File: src/design/qfsb_pkg.sv
// Constants, types and decoders shared by the queue flag status bus ends.
// Assumes one clock, mclk_in at 25 MHz, with a synchronous active low reset.
//
// Notes on behaviour
// - Flag mode low at reset: direct; high: polled.
// - Direct full side: strobe plus two address bits.
// - Full bus shows new quadrant one cycle later.
// - Quadrant code picks eight queues, bit per queue.
// - Bits of unconfigured queues are don't care.
// - Switching-cycle access may settle one cycle late.
// - Controller never strobes with write queue select.
// - Eight or fewer queues, direct mode: queues 0-7 always shown.
// - Top three write address bits select device.
// - Polled full bus advances quadrant every edge.
// - Master starts after reset; others release bus.
// - Sync mark high during own first quadrant.
// - Hold four quadrants, passing token onward during the last.
// - Single device loops token output to input.
// - Empty bus shared by mode when nine queues.
// - Direct empty side: strobe, capture, update next.
// - Read side quadrant codes map like write side.
// - Read side switching access may lag a cycle.
// - Controller never strobes with read queue select.
// - Top three read address bits select device.
// - Small single systems should prefer polled mode.
// - Polled empty bus: quadrant per edge, sync, token.

package qfsb_pkg;

	// ----------------------------------------------------------------
	// Sizes and field positions
	// ----------------------------------------------------------------
	localparam int QFSB_NUM_QUEUES = 32;
	localparam int QFSB_BUS_W = 8;
	localparam int QFSB_QUAD_W = 2;
	localparam int QFSB_ID_W = 3;
	localparam int QFSB_WR_ADDR_W = 8;
	localparam int QFSB_RD_ADDR_W = 7;
	localparam int QFSB_QUAD_LSB = 0;
	localparam int QFSB_WR_ID_LSB = 5;
	localparam int QFSB_RD_ID_LSB = 4;
	localparam int QFSB_SIDES = 2;
	localparam int QFSB_SIDE_FULL = 0;
	localparam int QFSB_SIDE_EMPTY = 1;
	localparam int QFSB_STRAP_W = 6;

	// ----------------------------------------------------------------
	// Reset and idle values
	// ----------------------------------------------------------------
	localparam logic QFSB_MODE_DIRECT = 1'b0;
	localparam logic QFSB_MODE_POLLED = 1'b1;
	localparam logic [1:0] QFSB_QUAD_RST = 2'h0;
	localparam logic [1:0] QFSB_QUAD_LAST = 2'h3;
	localparam logic [7:0] QFSB_BUS_IDLE = 8'hff;
	localparam logic [5:0] QFSB_STRAP_RST = 6'h00;

	// ----------------------------------------------------------------
	// Polled sequence, Gray coded along the quadrant walk
	// ----------------------------------------------------------------
	typedef enum logic [2:0] {
		QFSB_ST_IDLE = 3'h0,
		QFSB_ST_Q0 = 3'h1,
		QFSB_ST_Q1 = 3'h3,
		QFSB_ST_Q2 = 3'h2,
		QFSB_ST_Q3 = 3'h6
	} qfsb_poll_e;

	function automatic logic [1:0] qfsb_quad_of(input qfsb_poll_e st);
		case (st)
			QFSB_ST_Q1: qfsb_quad_of = 2'h1;
			QFSB_ST_Q2: qfsb_quad_of = 2'h2;
			QFSB_ST_Q3: qfsb_quad_of = 2'h3;
			default: qfsb_quad_of = 2'h0;
		endcase
	endfunction

	function automatic logic [7:0] qfsb_slice(input logic [31:0] status, input logic [1:0] quad);
		qfsb_slice = status[{quad, 3'h0} +: 8];
	endfunction

endpackage

File: src/design/qfsb_if.sv
// Wires between one flag status device and its controller.
// Assumes a single device: the board loop of each token is made here.

interface qfsb_if;
	import qfsb_pkg::*;

	logic [7:0] wr_addr;
	logic af_strobe;
	logic [6:0] rd_addr;
	logic ae_strobe;
	logic [7:0] af_bus_d;
	logic af_bus_oe;
	logic af_sync;
	logic af_token_out;
	logic af_token_in;
	logic [7:0] ae_bus_d;
	logic ae_bus_oe;
	logic ae_sync;
	logic ae_token_out;
	logic ae_token_in;
	logic [7:0] af_bus;
	logic [7:0] ae_bus;

	// Released bus floats high through pull-ups
	assign af_bus = af_bus_oe ? af_bus_d : QFSB_BUS_IDLE;
	assign ae_bus = ae_bus_oe ? ae_bus_d : QFSB_BUS_IDLE;
	// Single device token loops
	assign af_token_in = af_token_out;
	assign ae_token_in = ae_token_out;

	modport device_mp (
		input wr_addr, af_strobe, rd_addr, ae_strobe, af_token_in, ae_token_in,
		output af_bus_d, af_bus_oe, af_sync, af_token_out,
		output ae_bus_d, ae_bus_oe, ae_sync, ae_token_out
	);

	modport ctrl_mp (
		output wr_addr, af_strobe, rd_addr, ae_strobe,
		input af_bus, af_bus_oe, af_sync, ae_bus, ae_bus_oe, ae_sync
	);

endinterface

File: src/design/qfsb_device.sv
// Flag status bus end of the queue device: almost-full and
// almost-empty/packet-ready buses, direct or polled.
// Assumes queue status vectors from the flag logic on the same clock and
// static straps, held steady through at least four reset edges.

module qfsb_device import qfsb_pkg::*; (
	input wire logic mclk_in,
	input wire logic resetn_in,
	input wire logic flag_bus_mode_select_in,
	input wire logic chain_master_strap_in,
	input wire logic device_identifier_bit0_in,
	input wire logic device_identifier_bit1_in,
	input wire logic device_identifier_bit2_in,
	input wire logic eight_or_fewer_queues_in,
	input wire logic [31:0] almost_full_status_in,
	input wire logic [31:0] almost_empty_status_in,
	output logic polled_mode_out,
	output logic [1:0] full_quadrant_out,
	output logic [1:0] empty_quadrant_out,
	qfsb_if.device_mp link
);

	// ----------------------------------------------------------------
	// Strap synchronisers
	// ----------------------------------------------------------------
	logic [5:0] strap_raw;
	logic [5:0] sync1_reg;
	logic [5:0] sync2_reg;
	logic [5:0] sync3_reg;
	logic [5:0] strap_reg;
	logic [5:0] sync1_next;
	logic [5:0] sync2_next;
	logic [5:0] sync3_next;
	logic [5:0] strap_next;
	logic [5:0] strap_now;

	assign strap_raw = {eight_or_fewer_queues_in, device_identifier_bit2_in,
		device_identifier_bit1_in, device_identifier_bit0_in,
		chain_master_strap_in, flag_bus_mode_select_in};

	// Chain runs through reset so straps settle before the last reset edge
	always_comb begin
		sync1_next = strap_raw;
		sync2_next = sync1_reg;
		sync3_next = sync2_reg;
		strap_now = strap_reg;
		if (sync2_reg == sync3_reg) begin
			strap_now = sync3_reg;
		end
		strap_next = strap_now;
	end

	always_ff @(posedge mclk_in) begin
		sync1_reg <= sync1_next;
		sync2_reg <= sync2_next;
		sync3_reg <= sync3_next;
		strap_reg <= strap_next;
	end

	logic strap_mode;
	logic strap_master;
	logic [2:0] strap_id;
	logic strap_small;

	assign strap_mode = strap_now[0];
	assign strap_master = strap_now[1];
	assign strap_id = strap_now[4:2];
	assign strap_small = strap_now[5];

	// ----------------------------------------------------------------
	// Bus mode, caught while master reset is held
	// ----------------------------------------------------------------
	logic mode_reg;
	logic mode_next;
	logic small_reg;
	logic small_next;

	always_comb begin
		mode_next = mode_reg;
		small_next = small_reg;
		if (!resetn_in) begin
			mode_next = strap_mode;
			small_next = strap_small;
		end
	end

	always_ff @(posedge mclk_in) begin
		mode_reg <= mode_next;
		small_reg <= small_next;
	end

	// ----------------------------------------------------------------
	// Per side views of the link
	// ----------------------------------------------------------------
	logic [1:0] sel_quad [QFSB_SIDES];
	logic [2:0] sel_id [QFSB_SIDES];
	logic sel_strobe [QFSB_SIDES];
	logic token_in [QFSB_SIDES];
	logic [31:0] side_status [QFSB_SIDES];

	always_comb begin
		sel_quad[QFSB_SIDE_FULL] = link.wr_addr[QFSB_QUAD_LSB +: QFSB_QUAD_W];
		sel_id[QFSB_SIDE_FULL] = link.wr_addr[QFSB_WR_ID_LSB +: QFSB_ID_W];
		sel_strobe[QFSB_SIDE_FULL] = link.af_strobe;
		token_in[QFSB_SIDE_FULL] = link.af_token_in;
		side_status[QFSB_SIDE_FULL] = almost_full_status_in;
		sel_quad[QFSB_SIDE_EMPTY] = link.rd_addr[QFSB_QUAD_LSB +: QFSB_QUAD_W];
		sel_id[QFSB_SIDE_EMPTY] = link.rd_addr[QFSB_RD_ID_LSB +: QFSB_ID_W];
		sel_strobe[QFSB_SIDE_EMPTY] = link.ae_strobe;
		token_in[QFSB_SIDE_EMPTY] = link.ae_token_in;
		side_status[QFSB_SIDE_EMPTY] = almost_empty_status_in;
	end

	// ----------------------------------------------------------------
	// Quadrant engines, one per bus
	// ----------------------------------------------------------------
	qfsb_poll_e st_reg [QFSB_SIDES];
	logic [1:0] quad_reg [QFSB_SIDES];
	logic [7:0] data_reg [QFSB_SIDES];
	logic oe_reg [QFSB_SIDES];
	logic sync_reg [QFSB_SIDES];
	logic token_reg [QFSB_SIDES];
	logic launch_reg [QFSB_SIDES];

	genvar s;
	generate
		for (s = 0; s < QFSB_SIDES; s++) begin : g_side
			qfsb_poll_e st_next;
			logic [1:0] quad_next;
			logic [7:0] data_next;
			logic oe_next;
			logic sync_next;
			logic token_next;
			logic launch_next;

			always_comb begin
				st_next = st_reg[s];
				quad_next = quad_reg[s];
				oe_next = oe_reg[s];
				sync_next = 1'b0;
				token_next = 1'b0;
				launch_next = launch_reg[s];
				if (!resetn_in) begin
					st_next = QFSB_ST_IDLE;
					quad_next = QFSB_QUAD_RST;
					oe_next = 1'b0;
					launch_next = strap_master;
				end else if (mode_reg == QFSB_MODE_DIRECT) begin
					st_next = QFSB_ST_IDLE;
					if (small_reg) begin
						quad_next = QFSB_QUAD_RST;
						oe_next = 1'b1;
					end else if (sel_strobe[s]) begin
						if (sel_id[s] == strap_id) begin
							quad_next = sel_quad[s];
							oe_next = 1'b1;
						end else begin
							// Another device owns the bus; keep our quadrant
							oe_next = 1'b0;
						end
					end
				end else begin
					case (st_reg[s])
						QFSB_ST_IDLE: begin
							if (launch_reg[s] || token_in[s]) begin
								st_next = QFSB_ST_Q0;
								launch_next = 1'b0;
							end
						end
						QFSB_ST_Q0: st_next = QFSB_ST_Q1;
						QFSB_ST_Q1: st_next = QFSB_ST_Q2;
						QFSB_ST_Q2: st_next = QFSB_ST_Q3;
						QFSB_ST_Q3: begin
							// Own token returned: lap again without a gap
							st_next = token_in[s] ? QFSB_ST_Q0 : QFSB_ST_IDLE;
						end
						default: st_next = QFSB_ST_IDLE;
					endcase
					quad_next = qfsb_quad_of(st_next);
					oe_next = (st_next != QFSB_ST_IDLE);
					sync_next = (st_next == QFSB_ST_Q0);
					token_next = (st_next == QFSB_ST_Q3);
				end
				// Status keeps tracking the held quadrant every cycle;
				// a queue touched on the switch edge catches up next cycle
				data_next = qfsb_slice(side_status[s], quad_next);
			end

			always_ff @(posedge mclk_in) begin
				st_reg[s] <= st_next;
				quad_reg[s] <= quad_next;
				data_reg[s] <= data_next;
				oe_reg[s] <= oe_next;
				sync_reg[s] <= sync_next;
				token_reg[s] <= token_next;
				launch_reg[s] <= launch_next;
			end
		end
	endgenerate

	// ----------------------------------------------------------------
	// Outputs, all straight from flip-flops
	// ----------------------------------------------------------------
	assign link.af_bus_d = data_reg[QFSB_SIDE_FULL];
	assign link.af_bus_oe = oe_reg[QFSB_SIDE_FULL];
	assign link.af_sync = sync_reg[QFSB_SIDE_FULL];
	assign link.af_token_out = token_reg[QFSB_SIDE_FULL];
	assign link.ae_bus_d = data_reg[QFSB_SIDE_EMPTY];
	assign link.ae_bus_oe = oe_reg[QFSB_SIDE_EMPTY];
	assign link.ae_sync = sync_reg[QFSB_SIDE_EMPTY];
	assign link.ae_token_out = token_reg[QFSB_SIDE_EMPTY];
	assign polled_mode_out = mode_reg;
	assign full_quadrant_out = quad_reg[QFSB_SIDE_FULL];
	assign empty_quadrant_out = quad_reg[QFSB_SIDE_EMPTY];

endmodule

File: src/flat_wrapper.sv
// flat-port wrapper written by rule: the top's interface ports become plain ports
module qfsb_device_flat import qfsb_pkg::*;
  (mclk_in, resetn_in, flag_bus_mode_select_in, chain_master_strap_in, device_identifier_bit0_in, device_identifier_bit1_in, device_identifier_bit2_in, eight_or_fewer_queues_in, almost_full_status_in, almost_empty_status_in, polled_mode_out, full_quadrant_out, empty_quadrant_out, link_wr_addr, link_af_strobe, link_rd_addr, link_ae_strobe, link_af_bus_d, link_af_bus_oe, link_af_sync, link_af_token_out, link_ae_bus_d, link_ae_bus_oe, link_ae_sync, link_ae_token_out);
  qfsb_if link_i ();
  input wire logic mclk_in;
  input wire logic resetn_in;
  input wire logic flag_bus_mode_select_in;
  input wire logic chain_master_strap_in;
  input wire logic device_identifier_bit0_in;
  input wire logic device_identifier_bit1_in;
  input wire logic device_identifier_bit2_in;
  input wire logic eight_or_fewer_queues_in;
  input wire logic [31:0] almost_full_status_in;
  input wire logic [31:0] almost_empty_status_in;
  output logic polled_mode_out;
  output logic [1:0] full_quadrant_out;
  output logic [1:0] empty_quadrant_out;
  input wire logic [$bits(link_i.wr_addr)-1:0] link_wr_addr;
  input wire logic [$bits(link_i.af_strobe)-1:0] link_af_strobe;
  input wire logic [$bits(link_i.rd_addr)-1:0] link_rd_addr;
  input wire logic [$bits(link_i.ae_strobe)-1:0] link_ae_strobe;
  output wire logic [$bits(link_i.af_bus_d)-1:0] link_af_bus_d;
  output wire logic [$bits(link_i.af_bus_oe)-1:0] link_af_bus_oe;
  output wire logic [$bits(link_i.af_sync)-1:0] link_af_sync;
  output wire logic [$bits(link_i.af_token_out)-1:0] link_af_token_out;
  output wire logic [$bits(link_i.ae_bus_d)-1:0] link_ae_bus_d;
  output wire logic [$bits(link_i.ae_bus_oe)-1:0] link_ae_bus_oe;
  output wire logic [$bits(link_i.ae_sync)-1:0] link_ae_sync;
  output wire logic [$bits(link_i.ae_token_out)-1:0] link_ae_token_out;
  assign link_i.wr_addr = link_wr_addr;
  assign link_i.af_strobe = link_af_strobe;
  assign link_i.rd_addr = link_rd_addr;
  assign link_i.ae_strobe = link_ae_strobe;
  assign link_af_bus_d = link_i.af_bus_d;
  assign link_af_bus_oe = link_i.af_bus_oe;
  assign link_af_sync = link_i.af_sync;
  assign link_af_token_out = link_i.af_token_out;
  assign link_ae_bus_d = link_i.ae_bus_d;
  assign link_ae_bus_oe = link_i.ae_bus_oe;
  assign link_ae_sync = link_i.ae_sync;
  assign link_ae_token_out = link_i.ae_token_out;
  qfsb_device u_core (.mclk_in(mclk_in), .resetn_in(resetn_in), .flag_bus_mode_select_in(flag_bus_mode_select_in), .chain_master_strap_in(chain_master_strap_in), .device_identifier_bit0_in(device_identifier_bit0_in), .device_identifier_bit1_in(device_identifier_bit1_in), .device_identifier_bit2_in(device_identifier_bit2_in), .eight_or_fewer_queues_in(eight_or_fewer_queues_in), .almost_full_status_in(almost_full_status_in), .almost_empty_status_in(almost_empty_status_in), .polled_mode_out(polled_mode_out), .full_quadrant_out(full_quadrant_out), .empty_quadrant_out(empty_quadrant_out), .link(link_i));
endmodule
File: config.mk
export PLATFORM = sky130hd
export DESIGN_NAME = qfsb_device_flat
export DESIGN_NICKNAME = d
export VERILOG_FILES = /design/src/design/qfsb_pkg.sv /design/src/design/qfsb_if.sv /design/src/design/qfsb_device.sv /design/src/flat_wrapper.sv
export SDC_FILE = /design/constraint.sdc
export NUM_CORES = 1
export LEC_CHECK = 0
export BUFFER_PORTS_ARGS = -buffer_cell sky130_fd_sc_hd__buf_2
export CAP_MARGIN = 20
export CORE_ASPECT_RATIO = 0.9
export CORE_UTILIZATION = 47
export CTS_BUF_LIST = sky130_fd_sc_hd__clkbuf_16
export DETAILED_ROUTE_END_ITERATION = 8
export HOLD_SLACK_MARGIN = 0.06
export PLACE_DENSITY = 0.9
export SYNTH_ARGS = -nofsm -noshare
export SYNTH_HDL_FRONTEND = slang
export SYNTH_SLANG_ARGS = --single-unit
File: constraint.sdc
create_clock -name mclk_in -period 3.4 [get_ports mclk_in]
set_input_delay 0.34 -clock mclk_in [delete_from_list [all_inputs] [get_ports mclk_in]]
set_output_delay 0.34 -clock mclk_in [all_outputs]
set_load 0.05 [all_outputs]
==> parameters.txt <==
Parameter                              Value

Run status
  Result of the run ... completed

Setup path
  Arrival time at the worst endpoint ... about 3.2 ns
  Sum of buffers and inverters on the critical path ... 1
  Stage delay of the slowest cell on the critical path ... 0.50 ns
  Crit end category ... flip-flop
  Cell with the largest stage delay on the worst path ... sky130_fd_sc_hd__a311oi_1
  Cell Chain, Critical Path ... xnor2_1 -> and2_2 -> nand2_2 -> a311oi_1 -> nor3_1 -> mux2_2 -> a21boi_1 -> buf_4 -> mux2i_1
  Crit start category ... flip-flop
  Family with the most delay on the worst path ... compound AO/OA/AOI/OAI gates
  Worst setup path class ... flip-flop to flip-flop
  Top fanout value on the critical path ... 11
  Worst Path Required ... 3.64 ns

Floorplan
  Y dimension of the die ... 72.65 um
  Die X-Extent ... roughly 80 um
  Overall die area ... 5848 um2
  I/O Pins ... 116
  Starting density of the core ... roughly half
  Rows ... 25
  Std-Cell Core Area ... 5286 um2

Timing
  Slew Limit Headroom ... 45.56%
  Setup repair after global routing missed its margin ... false
  Pins over their slew limit ... 0
  Share of the clock period used by the worst path ... around 88%
  Hold violation total from the final report ... 0
  Post-Route Setup TNS ... 0 ns
  Setup clock skew after layout ... 0.002931 ns
  Highest achievable clock rate ... 333.1 MHz
  Final setup violating endpoints ... 0
  Transition time of the tightest slew-check pin ... between 0.8 and 0.9 ns
  Clock period minus final worst setup slack ... 3.002 ns

Route
  Detailed-route wire length ... roughly 5700 um
  DRC viols ... 0
  Antenna violation net count after detailed routing ... 0
  Vias ... ~2200
  DR iter-0 viols ... between 70 and 80
  Per-cell routed wire length ... 13.17 um
  Number of vias per cell after detailed routing ... 5.170
  TritonRoute pass-1 iters ... 4

Yosys
  Async set or reset register ratio after synthesis ... 0%
  Post-synthesis sequential area ratio ... 47.62%
  Number of storage elements in the synthesis netlist ... 60
  Avg Cell Area, Syn ... 10.86 um2
  Post-synth cell types ... between 40 and 50
  Cell count after synthesis ... 240
  Top cells by area in the synthesized netlist ... sky130_fd_sc_hd__dfxtp_1 (43%), sky130_fd_sc_hd__mux2i_1 (19%), sky130_fd_sc_hd__edfxtp_1 (4.6%)
  Count of flip-flops with a built-in enable after synthesis ... 4
  Cell taking the most area after synthesis ... sky130_fd_sc_hd__dfxtp_1
  Area fraction of the dominant cell type after synthesis ... 43.01%
  Yosys warnings ... 0
  Top_reg_cell synth ... sky130_fd_sc_hd__dfxtp_1
  Synthesized cell area ... 2606 um2
  Total nets after synthesis ... 329

Placement
  Count of input and output buffers ... 110
  Detailed placement HPWL ... 4341 um
  Global placer's final weighted congestion ... 0.8374

Clock tree
  Clock root buffer ... sky130_fd_sc_hd__clkbuf_16
  Clock latency of the later-clocked register in the worst-skew pair ... 0.32 ns
  Level count of the clock H-tree ... 3
  Cts hold-fix bufs ... 0
  Clock sink total ... 60
  Clock tree from TritonCTS ... built
  Clock transition at the register clock pins on the worst setup and hold paths after CTS ... 0.05 ns
  Clock Tree Buf Depth ... 2
  Clock buffer count from CTS ... 9
  Setup Buffers After CTS ... 0
  Gates resized, CTS repair ... 0

Global route
  Combined global-route utilization of all metal layers ... 19.95%
  Total congestion overflow ... 0
  Via count of the first global-routing pass ... 1988
  First-pass GRT wire length ... between 8000 and 9000 um
  Largest net degree at the start of global routing ... 18
  Number of antenna violations at the first check in global routing ... 0

Final layout
  Layout Area Growth over Synthesis ... 33.32%
  Flip-flop count of the largest register, all copies and words added ... 16
  # nets final ... 446
  Antenna Diode Count ... 0
  Share of final-layout standard cells stronger than drive strength 1 ... 40.06%

Power and ir drop
  Pleak ... between 1.5 and 2 nW
  Power density relative to cell area ... 612.8 nW/um2
  IR Drop Worst-Case VDD ... 0.4177 mV
  Total power draw ... 2.129 mW

Run
  Max cap viols ... 0

Worst hold path
  Class of the tightest hold or removal check ... input pin to flip-flop
==> kinds of logic (layout without fill, tap and decap cells) <==
group | after synthesis | after routing | share of synthesized area [%]
xor gates and xnor gates | 8 | 8 | 2.689
buffers and inverters | 15 | 137 | 4.417
AOI/OAI and AO/OA | 31 | 31 | 8.546
DFF | 60 | 60 | 47.62
and+or+nand+nor | 70 | 70 | 14.88
muxes | 56 | 56 | 21.84
==> layout make-up <==
class                           instances  area [um2]
Clock buffer                            9       225.2
Sequential cell                        60        1241
Multi-Input combinational cell        165        1250
Tap cell                               67       83.83
Fill cell                             438        1812
Clock inverter                          7       67.56
Timing Repair Buffer                  114       580.6
Inverter                                7       26.28
==> stage by stage <==
step | area (um2) | cells | util [%] | hold WS (ns) | setup slack [ns]
final | 3475 | 429 | 65.73 | 0.1194 | 0.3977
after global routing | 3475 | 429 | 65.73 | 0.1064 | 0.1491
after CTS | 3475 | 429 | 65.73 | 0.1043 | 0.4125
after detailed placement | 3182 | 413 | 60.19 | 0.3138 | 0.4377
after global placement | 3182 | 413 | 60.19 | 0.3096 | 0.5233
after floorplan | 2606 | 240 | - | 0.3096 | 0.9122
==> synthesized netlist by cell type, drive strengths merged, types with 4 or more instances <==
library cell / n
xnor2: 7
o21ai: 5
nand2: 18
nand4b: 4
inv: 7
nor2b: 4
edfxtp: 4
mux2: 7
a21oi: 6
nor3: 7
nor2: 11
buf: 8
and2: 4
mux2i: 49
nor4: 4
dfxtp: 56
nand3: 5
==> metal layers <==
layer	wire (um)	track usage, %	vias to the layer above
met5	0	0	-
met4	82	6.349	0
met3	461	8.750	13
met2	2730	33.15	103
met1	2376	23.08	988
li1	-	-	1114
==> report_power, final <==
group	switching (mW)	internal [mW]	leakage, nW
sequential	0.0534	0.794	0.508
clock	0.311	0.562	0.139
combinational	0.246	0.164	0.996
==> worst paths after layout <==
kind | start | endpoint | slack (ns) | cells after the start
setup reg to reg | u_core.sync3_reg[2] | u_core.data_reg[0][0] | 0.40 | 9
setup / recovery | u_core.sync3_reg[2] | u_core.data_reg[0][0] | 0.40 | 9
hold reg to reg | u_core.sync1_reg[4] | u_core.sync2_reg[4] | 0.32 | 0
hold / removal | device_identifier_bit0_in | u_core.sync1_reg[2] | 0.12 | 1
==> cells in the final DEF, fill, tap and decap left out, drive strengths merged, types with 4 or more instances in the layout <==
| cell type | count |
|---|---|
| nor2 | 11 |
| buf | 114 |
| nand3 | 5 |
| mux2 | 7 |
| xnor2 | 7 |
| nor3 | 7 |
| nor4 | 4 |
| a21oi | 6 |
| edfxtp | 4 |
| clkinv | 4 |
| inv | 7 |
| nor2b | 4 |
| nand2 | 18 |
| o21ai | 5 |
| and2 | 4 |
| clkbuf | 9 |
| dfxtp | 56 |
| nand4b | 4 |
| mux2i | 49 |
(Power assumes the default switching activity.)
